**src/tps_defs.svh**
```systemverilog
`ifndef TPS_DEFS_SVH
`define TPS_DEFS_SVH

// clock and debounce timing
`define TPS_CLK_MHZ        125
`define TPS_DEBOUNCE_US    5000
`define TPS_DEBOUNCE_CYC   (`TPS_DEBOUNCE_US * `TPS_CLK_MHZ)
`define TPS_DB_CNT_W       20

// pushbutton count
`define TPS_BTN_N          5

// register byte offsets, decoded on haddr[11:0]
`define TPS_ADDR_W         12
`define TPS_OFS_CTRL       12'h000
`define TPS_OFS_STATUS     12'h004
`define TPS_OFS_IRQ_STAT   12'h008
`define TPS_OFS_IRQ_MASK   12'h00c

// control register fields and reset values
`define TPS_CTRL_BTN_EN    0
`define TPS_CTRL_RST       1'b1
`define TPS_IRQ_MASK_RST   5'h00

// status register fields
`define TPS_ST_STATE_LSB   0
`define TPS_ST_ONLINE      3
`define TPS_ST_POWER       4
`define TPS_ST_HI_DENS     5
`define TPS_ST_RING        6
`define TPS_ST_AT_MARK     7

// interrupt status and mask fields
`define TPS_IRQ_W          5
`define TPS_IRQ_AT_MARK    0
`define TPS_IRQ_UNLOADED   1
`define TPS_IRQ_RUNOUT     2
`define TPS_IRQ_ONLINE_CHG 3
`define TPS_IRQ_REMOTE_OFF 4

`endif

```
**src/tps_pkg.sv**
```systemverilog
package tps_pkg;

   // sequencer states
   typedef enum logic [2:0] {
      ST_SLACK   = 3'b000,
      ST_TENSION = 3'b001,
      ST_SEEK    = 3'b010,
      ST_READY   = 3'b011,
      ST_REWIND  = 3'b100,
      ST_UNLOAD  = 3'b101
   } tps_state_t;

   // what follows once the arms are tensioned
   typedef enum logic [1:0] {
      TG_SEEK   = 2'b00,
      TG_REWIND = 2'b01,
      TG_HERE   = 2'b10
   } tps_target_t;

   // front-panel pushbuttons, high while pressed
   typedef struct packed {
      logic density;
      logic online;
      logic rewind;
      logic load;
      logic power;
   } tps_buttons_t;

   // sensors, straps and interface lines, all asynchronous
   typedef struct packed {
      logic tape_start_marker;
      logic supply_empty;
      logic takeup_empty;
      logic arms_tensioned;
      logic write_ring;
      logic density_select_line;
      logic remote_offline;
      logic perm_online;
      logic density_from_panel;
      logic dual_density;
   } tps_sense_t;

   // motor commands to the servo electronics
   typedef struct packed {
      logic tension;
      logic capstan_fwd;
      logic rewind_fast;
      logic unload_slow;
      logic slack_allow;
   } tps_motor_t;

   // indicators and write permission
   typedef struct packed {
      logic power_ind;
      logic online_ind;
      logic ring_ind;
      logic hi_dens_ind;
      logic write_enable;
   } tps_panel_t;

endpackage

```
**src/tps_sequencer.sv**
```systemverilog
`timescale 1ns/1ps
`include "tps_defs.svh"

// Functional notes
// - load: tension reels, run forward to start marker, stop
// - rewind press away from start marker rewinds to the marker
// - rewind press at start marker unloads slowly with slack
// - unload stops all three motors once take-up reel is empty
// - every rewind press drops the on-line state
// - on/off-line press goes on line in any state but slack and unload, lamp at once
// - on/off-line press while on line goes off line at once
// - on/off-line press during loading is accepted and honoured
// - controller off-line command clears on-line state and lamp
// - permanent on line: go on line at start marker, ignore button unless load held
// - supply reel running empty halts all motion at once
// - load and rewind held together: tension, then rewind
// - on/off-line while load held: tension in place, then on line
// - jumper picks density source: panel button or interface line
// - high-density lamp lit whenever the higher density is active
// - ring lamp follows write ring; no ring blocks writing
// - power lamp while powered; each power press toggles power
module tps_sequencer #(
   parameter int unsigned DEBOUNCE_CYC = `TPS_DEBOUNCE_CYC
) (
   // clock and reset
   input  wire logic                  hclk,
   input  wire logic                  hresetn,
   // ahb-lite slave
   input  wire logic                  hsel,
   input  wire logic [31:0]           haddr,
   input  wire logic [1:0]            htrans,
   input  wire logic                  hwrite,
   input  wire logic [2:0]            hsize,
   input  wire logic                  hready,
   input  wire logic [31:0]           hwdata,
   output logic      [31:0]           hrdata,
   output logic                       hreadyout,
   output logic                       hresp,
   // front panel and transport pins
   input  wire tps_pkg::tps_buttons_t buttons,
   input  wire tps_pkg::tps_sense_t   sense,
   // motor commands and indicators
   output tps_pkg::tps_motor_t        motor,
   output tps_pkg::tps_panel_t        panel,
   output logic                       online,
   // interrupt
   output logic                       irq
);

   typedef struct packed {
      tps_pkg::tps_sense_t         s1;
      tps_pkg::tps_sense_t         s2;
      logic                        offc_d;
      tps_pkg::tps_state_t         st;
      tps_pkg::tps_target_t        tgt;
      logic                        power;
      logic                        online;
      logic                        dens_panel;
      tps_pkg::tps_motor_t         motor;
      tps_pkg::tps_panel_t         panel;
      logic [`TPS_IRQ_W-1:0]       irq_stat;
      logic [`TPS_IRQ_W-1:0]       irq_mask;
      logic                        irq;
      logic                        btn_en;
      logic                        wr_pend;
      logic [`TPS_ADDR_W-1:0]      wr_addr;
      logic [31:0]                 rdata;
   } tps_seq_regs_t;

   tps_seq_regs_t          r_r;
   tps_seq_regs_t          r_nxt;
   logic [`TPS_BTN_N-1:0]  db_level;
   logic [`TPS_BTN_N-1:0]  db_press;

   // debounced pushbuttons
   // one event per press
   tps_debounce #(
      .N   (`TPS_BTN_N),
      .CYC (DEBOUNCE_CYC)
   ) u_debounce (
      .hclk    (hclk),
      .hresetn (hresetn),
      .raw     (buttons),
      .level   (db_level),
      .press   (db_press)
   );

   // next-state logic for the whole block
   always_comb begin
      tps_pkg::tps_buttons_t   pr;
      tps_pkg::tps_buttons_t   lv;
      logic [`TPS_IRQ_W-1:0]   ev;
      logic [`TPS_IRQ_W-1:0]   w1c;
      logic                    acc;
      logic                    was_online;
      logic                    offc_edge;
      logic                    moving;
      pr         = '0;
      lv         = '0;
      ev         = '0;
      w1c        = '0;
      acc        = 1'b0;
      was_online = r_r.online;
      offc_edge  = 1'b0;
      moving     = 1'b0;
      r_nxt      = r_r;

      // pin synchronisers
      r_nxt.s1     = sense;
      r_nxt.s2     = r_r.s1;
      r_nxt.offc_d = r_r.s2.remote_offline;
      offc_edge    = r_r.s2.remote_offline & ~r_r.offc_d;

      // buttons gated by the software enable
      pr = tps_pkg::tps_buttons_t'(db_press & {`TPS_BTN_N{r_r.btn_en}});
      lv = tps_pkg::tps_buttons_t'(db_level & {`TPS_BTN_N{r_r.btn_en}});

      if (pr.power) begin
         r_nxt.power = ~r_r.power;
      end

      if (pr.density) begin
         r_nxt.dens_panel = ~r_r.dens_panel;
      end

      moving = (r_r.st == tps_pkg::ST_SEEK) ||
               (r_r.st == tps_pkg::ST_REWIND) ||
               (r_r.st == tps_pkg::ST_UNLOAD);

      // motion sequencer
      case (r_r.st)
         tps_pkg::ST_SLACK: begin
            if (lv.load && pr.online) begin
               r_nxt.st  = tps_pkg::ST_TENSION;
               r_nxt.tgt = tps_pkg::TG_HERE;
            end else if ((pr.load && lv.rewind) ||
                         (pr.rewind && lv.load)) begin
               r_nxt.st  = tps_pkg::ST_TENSION;
               r_nxt.tgt = tps_pkg::TG_REWIND;
            end else if (pr.load && !lv.rewind) begin
               r_nxt.st  = tps_pkg::ST_TENSION;
               r_nxt.tgt = tps_pkg::TG_SEEK;
            end
         end
         tps_pkg::ST_TENSION: begin
            if (r_r.s2.arms_tensioned) begin
               case (r_r.tgt)
                  tps_pkg::TG_REWIND: r_nxt.st = tps_pkg::ST_REWIND;
                  tps_pkg::TG_HERE: begin
                     r_nxt.st     = tps_pkg::ST_READY;
                     r_nxt.online = 1'b1;
                  end
                  default: r_nxt.st = tps_pkg::ST_SEEK;
               endcase
            end
         end
         tps_pkg::ST_SEEK: begin
            if (r_r.s2.tape_start_marker) begin
               r_nxt.st = tps_pkg::ST_READY;
               ev[`TPS_IRQ_AT_MARK] = 1'b1;
            end
         end
         tps_pkg::ST_READY: begin
            if (pr.rewind) begin
               if (r_r.s2.tape_start_marker) begin
                  r_nxt.st = tps_pkg::ST_UNLOAD;
               end else begin
                  r_nxt.st = tps_pkg::ST_REWIND;
               end
            end
         end
         tps_pkg::ST_REWIND: begin
            if (r_r.s2.tape_start_marker) begin
               r_nxt.st = tps_pkg::ST_READY;
               ev[`TPS_IRQ_AT_MARK] = 1'b1;
            end
         end
         tps_pkg::ST_UNLOAD: begin
            if (r_r.s2.takeup_empty) begin
               r_nxt.st = tps_pkg::ST_SLACK;
               ev[`TPS_IRQ_UNLOADED] = 1'b1;
            end
         end
         default: r_nxt.st = tps_pkg::ST_SLACK;
      endcase

      if (moving && r_r.s2.supply_empty) begin
         r_nxt.st = tps_pkg::ST_SLACK;
         ev[`TPS_IRQ_RUNOUT] = 1'b1;
      end

      if (r_r.s2.perm_online && ev[`TPS_IRQ_AT_MARK]) begin
         r_nxt.online = 1'b1;
      end

      if (pr.online && !lv.load && !r_r.s2.perm_online) begin
         if (r_r.online) begin
            r_nxt.online = 1'b0;
         end else if (r_r.st != tps_pkg::ST_SLACK &&
                      r_r.st != tps_pkg::ST_UNLOAD) begin
            r_nxt.online = 1'b1;
         end
      end

      if (pr.rewind) begin
         r_nxt.online = 1'b0;
      end

      if (offc_edge) begin
         r_nxt.online = 1'b0;
         ev[`TPS_IRQ_REMOTE_OFF] = 1'b1;
      end

      // powered down: unloaded, off line
      if (!r_nxt.power) begin
         r_nxt.st     = tps_pkg::ST_SLACK;
         r_nxt.online = 1'b0;
      end
      ev[`TPS_IRQ_ONLINE_CHG] = r_nxt.online ^ was_online;

      // motor commands from the coming state
      r_nxt.motor = '0;
      case (r_nxt.st)
         tps_pkg::ST_TENSION: r_nxt.motor.tension = 1'b1;
         tps_pkg::ST_SEEK: begin
            r_nxt.motor.tension     = 1'b1;
            r_nxt.motor.capstan_fwd = 1'b1;
         end
         tps_pkg::ST_READY: r_nxt.motor.tension = 1'b1;
         tps_pkg::ST_REWIND: begin
            r_nxt.motor.tension     = 1'b1;
            r_nxt.motor.rewind_fast = 1'b1;
         end
         tps_pkg::ST_UNLOAD: begin
            r_nxt.motor.unload_slow = 1'b1;
            r_nxt.motor.slack_allow = 1'b1;
         end
         default: r_nxt.motor = '0;
      endcase

      // indicators
      // power lamp
      r_nxt.panel.power_ind  = r_nxt.power;
      r_nxt.panel.online_ind = r_nxt.online;
      r_nxt.panel.ring_ind     = r_r.s2.write_ring & r_nxt.power;
      r_nxt.panel.write_enable = r_r.s2.write_ring & r_nxt.power;
      r_nxt.panel.hi_dens_ind  = r_nxt.power & r_r.s2.dual_density &
                                 (r_r.s2.density_from_panel ?
                                  r_nxt.dens_panel :
                                  r_r.s2.density_select_line);

      // ahb address phase
      acc = hsel & htrans[1] & hready;
      r_nxt.wr_pend = acc & hwrite;
      r_nxt.wr_addr = haddr[`TPS_ADDR_W-1:0];

      // ahb data phase of a write
      if (r_r.wr_pend) begin
         case (r_r.wr_addr)
            `TPS_OFS_CTRL:
               r_nxt.btn_en = hwdata[`TPS_CTRL_BTN_EN];
            `TPS_OFS_IRQ_STAT:
               w1c = hwdata[`TPS_IRQ_W-1:0];
            `TPS_OFS_IRQ_MASK:
               r_nxt.irq_mask = hwdata[`TPS_IRQ_W-1:0];
            default: w1c = '0;
         endcase
      end

      // sticky events, a new event beats the clear
      r_nxt.irq_stat = (r_r.irq_stat & ~w1c) | ev;
      r_nxt.irq      = |(r_nxt.irq_stat & r_nxt.irq_mask);

      // read data captured in the address phase
      if (acc && !hwrite) begin
         r_nxt.rdata = '0;
         case (haddr[`TPS_ADDR_W-1:0])
            `TPS_OFS_CTRL:
               r_nxt.rdata[`TPS_CTRL_BTN_EN] = r_r.btn_en;
            `TPS_OFS_STATUS: begin
               r_nxt.rdata[`TPS_ST_STATE_LSB +: 3] = r_r.st;
               r_nxt.rdata[`TPS_ST_ONLINE]  = r_r.online;
               r_nxt.rdata[`TPS_ST_POWER]   = r_r.power;
               r_nxt.rdata[`TPS_ST_HI_DENS] = r_r.panel.hi_dens_ind;
               r_nxt.rdata[`TPS_ST_RING]    = r_r.panel.ring_ind;
               r_nxt.rdata[`TPS_ST_AT_MARK] = r_r.s2.tape_start_marker;
            end
            `TPS_OFS_IRQ_STAT:
               r_nxt.rdata[`TPS_IRQ_W-1:0] = r_r.irq_stat;
            `TPS_OFS_IRQ_MASK:
               r_nxt.rdata[`TPS_IRQ_W-1:0] = r_r.irq_mask;
            default: r_nxt.rdata = '0;
         endcase
      end
   end

   // state registers
   // reset to unloaded, off line
   always_ff @(posedge hclk or negedge hresetn) begin
      if (!hresetn) begin
         r_r          <= '0;
         r_r.st       <= tps_pkg::ST_SLACK;
         r_r.tgt      <= tps_pkg::TG_SEEK;
         r_r.btn_en   <= `TPS_CTRL_RST;
         r_r.irq_mask <= `TPS_IRQ_MASK_RST;
      end else begin
         r_r <= r_nxt;
      end
   end

   // outputs
   assign hrdata    = r_r.rdata;
   assign hreadyout = 1'b1;
   assign hresp     = 1'b0;
   assign motor     = r_r.motor;
   assign panel     = r_r.panel;
   assign online    = r_r.online;
   assign irq       = r_r.irq;

endmodule

```
**src/tps_debounce.sv**
```systemverilog
`timescale 1ns/1ps
`include "tps_defs.svh"

module tps_debounce #(
   parameter int unsigned N   = 5,
   parameter int unsigned CYC = 625000
) (
   // clock and reset
   input  wire logic         hclk,
   input  wire logic         hresetn,
   // raw switch levels
   input  wire logic [N-1:0] raw,
   // clean levels and press pulses
   output logic      [N-1:0] level,
   output logic      [N-1:0] press
);

   typedef struct packed {
      logic [N-1:0]                       s1;
      logic [N-1:0]                       s2;
      logic [N-1:0]                       stable;
      logic [N-1:0]                       press;
      logic [N-1:0][`TPS_DB_CNT_W-1:0]    cnt;
   } tps_db_regs_t;

   localparam logic [`TPS_DB_CNT_W-1:0] CNT_MAX =
      `TPS_DB_CNT_W'(CYC - 1);

   tps_db_regs_t r_r;
   tps_db_regs_t r_nxt;

   // per-button sync, settle timer and press edge
   always_comb begin
      r_nxt       = r_r;
      r_nxt.s1    = raw;
      r_nxt.s2    = r_r.s1;
      r_nxt.press = '0;
      for (int i = 0; i < N; i++) begin
         if (r_r.s2[i] == r_r.stable[i]) begin
            r_nxt.cnt[i] = '0;
         end else if (r_r.cnt[i] >= CNT_MAX) begin
            r_nxt.cnt[i]    = '0;
            r_nxt.stable[i] = r_r.s2[i];
            r_nxt.press[i]  = r_r.s2[i];
         end else begin
            r_nxt.cnt[i] = r_r.cnt[i] + `TPS_DB_CNT_W'(1);
         end
      end
   end

   // state registers
   always_ff @(posedge hclk or negedge hresetn) begin
      if (!hresetn) begin
         r_r <= '0;
      end else begin
         r_r <= r_nxt;
      end
   end

   assign level = r_r.stable;
   assign press = r_r.press;

endmodule

```
**config.mk**
```make
export PLATFORM = sky130hd
export DESIGN_NAME = tps_sequencer
export DESIGN_NICKNAME = d
export VERILOG_FILES = /design/src/tps_pkg.sv /design/src/tps_sequencer.sv /design/src/tps_debounce.sv
export VERILOG_INCLUDE_DIRS = /design/src /design/src/src
export SDC_FILE = /design/constraint.sdc
export NUM_CORES = 1
export LEC_CHECK = 0
export BUFFER_PORTS_ARGS = -buffer_cell sky130_fd_sc_hd__buf_2
export CORE_MARGIN = 2
export CORE_UTILIZATION = 58
export CTS_CLUSTER_SIZE = 40
export DETAILED_ROUTE_END_ITERATION = 7
export HOLD_SLACK_MARGIN = 0.1
export PLACE_DENSITY = 0.82
export SLEW_MARGIN = 10
export SYNTH_ARGS = -nofsm -noshare
export SYNTH_HDL_FRONTEND = slang
export SYNTH_HIERARCHICAL = 1
export SYNTH_SLANG_ARGS = --single-unit
```
**constraint.sdc**
```tcl
create_clock -name hclk -period 3.45 [get_ports hclk]
set_input_delay 0 -clock hclk [delete_from_list [all_inputs] [get_ports hclk]]
set_output_delay 0 -clock hclk [all_outputs]
set_load 0.005 [all_outputs]
```
* After elaboration in Yosys (flattened, before gate mapping)
Cells that the tools add are included.
Word-level totals: input bits 89, logic and storage cells 202, output and inout port bits 46, register bits after elaboration 189
Cells by class: $lt $le $gt $ge 5, mux-type cells 62, reductions and logical operators 32, bitwise logic cells 22, equal/unequal tests 23, add/subtract/negate cells 5
Operators by type and width (count):
- $mux W20 | 10
- $add A20 B1 Y20 const B | 5
- $ge A20 B20 Y1 const B | 5
- $eq A12 B4 Y1 const B | 4
- $mux W5 | 7
- $mux W1 | 33
- $logic_not A12 Y1 | 2
- $mux W3 | 7
- $and A5 B5 Y5 | 3
- $pmux W3 S5 | 1
- $reduce_and A2 Y1 | 7
- $eq A12 B3 Y1 const B | 1
- $eq A3 B2 Y1 const B | 4
- $eq A3 B3 Y1 const B | 4
- $pmux W4 S3 | 1
- $logic_and A1 B1 Y1 | 10
- $not A1 Y1 | 8
- $and A1 B1 Y1 | 7
- $eq A3 B1 Y1 const B | 2
- $pmux W3 S2 | 1
- $reduce_bool A3 Y1 | 2
- $eq A1 B1 Y1 | 5
- $not A5 Y5 | 1
- $or A5 B5 Y5 | 1
- other kinds (13) | 18

* Longest topological paths before layout
depth after elaboration 15, mapped depth 7, mapped depth without buffers 6

* Hierarchy
The synthesis kept the hierarchy.
By module, submodules not included:
- tps_debounce | times used 1, cells each 639, seq. area each 3002.9 um^2, area an instance 6237.2 um^2
- tps_sequencer | times used 1, cells each 260, seq. area each 1702.9 um^2, area an instance 3002.9 um^2

* Least setup slack after synthesis
Ideal clock, no wire load.
kind register to register, start point reg r_r[40] (netlist name), end point reg r_r (netlist bit irq), library setup time 0.143 ns, setup slack 1.050 ns, data arrival time 2.257 ns, path buffers 1, cell stages (with the launch flop) 7, data required time 3.307 ns, period minus slack after synthesis 2.400 ns, cell sequence dfrtp_1 -> or4b_4 -> or4_4 -> buf_6 -> mux2_4 -> a222oi_1 -> o211ai_1
RTL lines:
- end signal, assigned | RTL line tps_sequencer.sv:307 | r_r <= r_nxt;
- end, declared | RTL line tps_sequencer.sv:70 | tps_seq_regs_t r_r;

==> results_dict.tcl <==
set metrics [dict create \
    die_y_um 130 \
    critical_path.cell_chain "or4b_4 -> or4_4 -> mux2_4 -> a222oi_1 -> o211ai_1" \
    grt-busiest-layer "met2" \
    clk_pin_slew_worst_paths_ps 70 \
    postCtsSetupRepairBufs 0 \
    p_per_area_mw_per_mm2 440 \
    crit_path_max_incr_delay_ps 630 \
    worst_pin_slew_ps 890 \
    setup_viol 0 \
    cts_tree "done" \
    place.detailed.hpwl_mm 12.2 \
    cap_violations 0 \
    finClkSkew_ps 9.84 \
    port_buffers 57 \
    worstPathArrival_ps 2850 \
    fillCellCount 1195 \
    met3_usage_pct 4.06 \
    p_int_w 0.00361 \
    multi_input_area_mm2 0.00397 \
    worstSetupStartpointType "flip-flop" \
    grt_use_met1_pct 30.5 \
    crit_slowest_cell "or4_4" \
    cp_top_family "simple AND/OR/NAND/NOR gates" \
    antenna_left 0 \
    hold_buffers 35 \
    slew_viol_final 0 \
    p_clk_share_pct 46.0 \
    relSlewSlack_pct 40.5 \
    clk_latency_ps 430 \
    rsz0062_at_grt "no" \
    grt.met2_usage_pct 39.9 \
    initial_core_util_pct 58.7 \
    whs_ps 205 \
    fmax_mhz 390 \
    hold_path_class "in2reg" \
    path_max_fanout 5 \
    leakage_nw 4.47 \
    timing.critical_path.buf_inv 0 \
    finalWirelength_mm 18.8 \
    p_sw_share_pct 21.2 \
    antenna_found_initial 0 \
    grt_start_max_net_pins 111 \
    post-route-drc-count 0 \
    power_frac_seq_pct 49.8 \
    dr.first_iter.drc_count 515 \
    hold_violations 0 \
    root_buffer "clkbuf_16" \
    synth-warning-count 6 \
    dieArea_mm2 0.0169 \
    endpoint_kind "flip-flop" \
    clock-sinks 188 \
    area_delta_synth_final_pct 12.9 \
    grt_util_all_layers_pct 23.3 \
    pwr-share-comb_pct 4.2 \
    run_status "finished clean" \
    drtPass1Iterations 6 \
    num_rows 46 \
    vias_per_cell 5.83 \
    cp.required_ps 3740 \
    tns_ps 0 \
    ctsResizeCount 0 \
    vdd_drop_max_mv 0.345 \
    die_x_um 130 \
    place.gp.congestion 0.841 \
    regArea_mm2 0.00471 \
    overflow 0 \
    synth_area_mm2 0.00922 \
    cts_buffers 17 \
    worst-setup-path-type "reg2reg" \
    syn_inst 896 \
    post_drt_wl_per_cell_um 15.9 \
    antenna_cells 0 \
    htree_num_levels 4 \
    ios 135 \
    syn_avg_cell_area_um2 10.3 \
    final_nets 1050 \
    grt_pass1_wl_mm 31.6 \
    num_vias 6911 \
    timing.final.crit_share_pct 74.4 \
    post-route-min-period_ps 2570 \
    core_mm2 0.0157 \
    p_switching_w 0.000970 \
    layout-drive-gt1-share_pct 14.1 \
    cts_buffer_depth 2 \
    grt_pass1_vias 6627 \
]
## registers in the layout, indices dropped and copies added (netlist names)
signal,flops
u_debounce/r_r,105
panel,4
u_debounce/press,5
u_debounce/level,5
u_debounce/r_nxt,5
motor,4
r_r,40
hrdata,8
r_nxt,11
irq,1
## path summary, 6_finish.rpt
path                                startpoint                              end  slack, ps  cells after the start
max                          r_r[40]$_DFF_PN0_                    irq$_DFF_PN0_        880                      5
min                                 buttons[3]  u_debounce/r_nxt[113]$_DFF_PN0_        210                      2
max reg2reg                  r_r[40]$_DFF_PN0_                    irq$_DFF_PN0_        880                      5
min reg2reg                r_nxt[76]$_DFF_PN0_                r_r[76]$_DFF_PN0_        350                      0
max in group asynchronous              hresetn                r_r[47]$_DFF_PN0_       2340                      3
min in group asynchronous              hresetn     u_debounce/r_r[42]$_DFF_PN0_        230                      2
## routing by layer
metal / share of wire (%) / wire length [µm]
met5: 0 / 0
met3: 4.5 / 843
met4: 1.5 / 280
met1: 44 / 8300
met2: 50 / 9420
## cells in the final DEF, fill, tap and decap left out, types with 4 or more instances in the layout
cell type	n
a211o_1	5
a211oi_1	15
a21o_1	5
a21oi_1	26
a22o_1	4
a22oi_1	5
and2_1	9
and3_1	11
and4_1	10
buf_2	56
buf_4	8
bufinv_16	4
clkbuf_16	17
clkbuf_8	4
conb_1	26
dfrtp_1	187
dlygate4sd3_1	35
ha_1	5
inv_1	29
mux2_2	7
mux2i_1	4
nand2_1	47
nand2b_1	9
nand3_1	48
nand4_1	33
nor2_1	54
nor2_2	10
nor2b_1	9
nor3_1	44
nor3b_1	4
nor4_1	13
o21ai_0	25
o21ai_1	10
o221ai_1	4
o31ai_1	10
or3_1	22
or4_1	15
xnor2_1	41
xor2_1	30
## worst register-to-register path: cells and delay by family (launching register included)
kind	cells	cell delay [ps]
and+or+nand+nor	2	1210
muxes	1	340
AOI/OAI and AO/OA	2	500
DFF	1	370
## power by group through the flow
stage / registers [W] / clock network (W) / logic [W]
floorplan: 0.00231 / 0 / 0.0000986
global placement: 0.00232 / 0 / 0.000160
detailed placement: 0.00232 / 0 / 0.000164
CTS: 0.00228 / 0.00214 / 0.000195
global route: 0.00228 / 0.00223 / 0.000223
finish: 0.00228 / 0.00211 / 0.000194
## area by class of cell
cell class              count  share of cell area (%)
well taps                 216                    2.60
repair buffers            100                    6.77
multi-input cells         620                    38.1
clock inverters            11                    1.73
inverters                  29                    1.05
flip-flops and latches    188                    45.2
clock buffers              21                    4.52
## stage by stage
stage | std cells | utilization [%] | cell area, µm² | power, W | worst slack (ps)
after floorplan | 920 | - | 9310 | 0.00241 | 1050
after global placement | 1118 | 59.9 | 9400 | 0.00248 | 954
after detailed placement | 1118 | 59.9 | 9400 | 0.00248 | 919
after CTS | 1185 | 66.2 | 10400 | 0.00461 | 889
after global routing | 1185 | 66.2 | 10400 | 0.00474 | 804
final | 1185 | 66.2 | 10400 | 0.00458 | 884
Note: power is estimated with default switching activity, not from simulation.
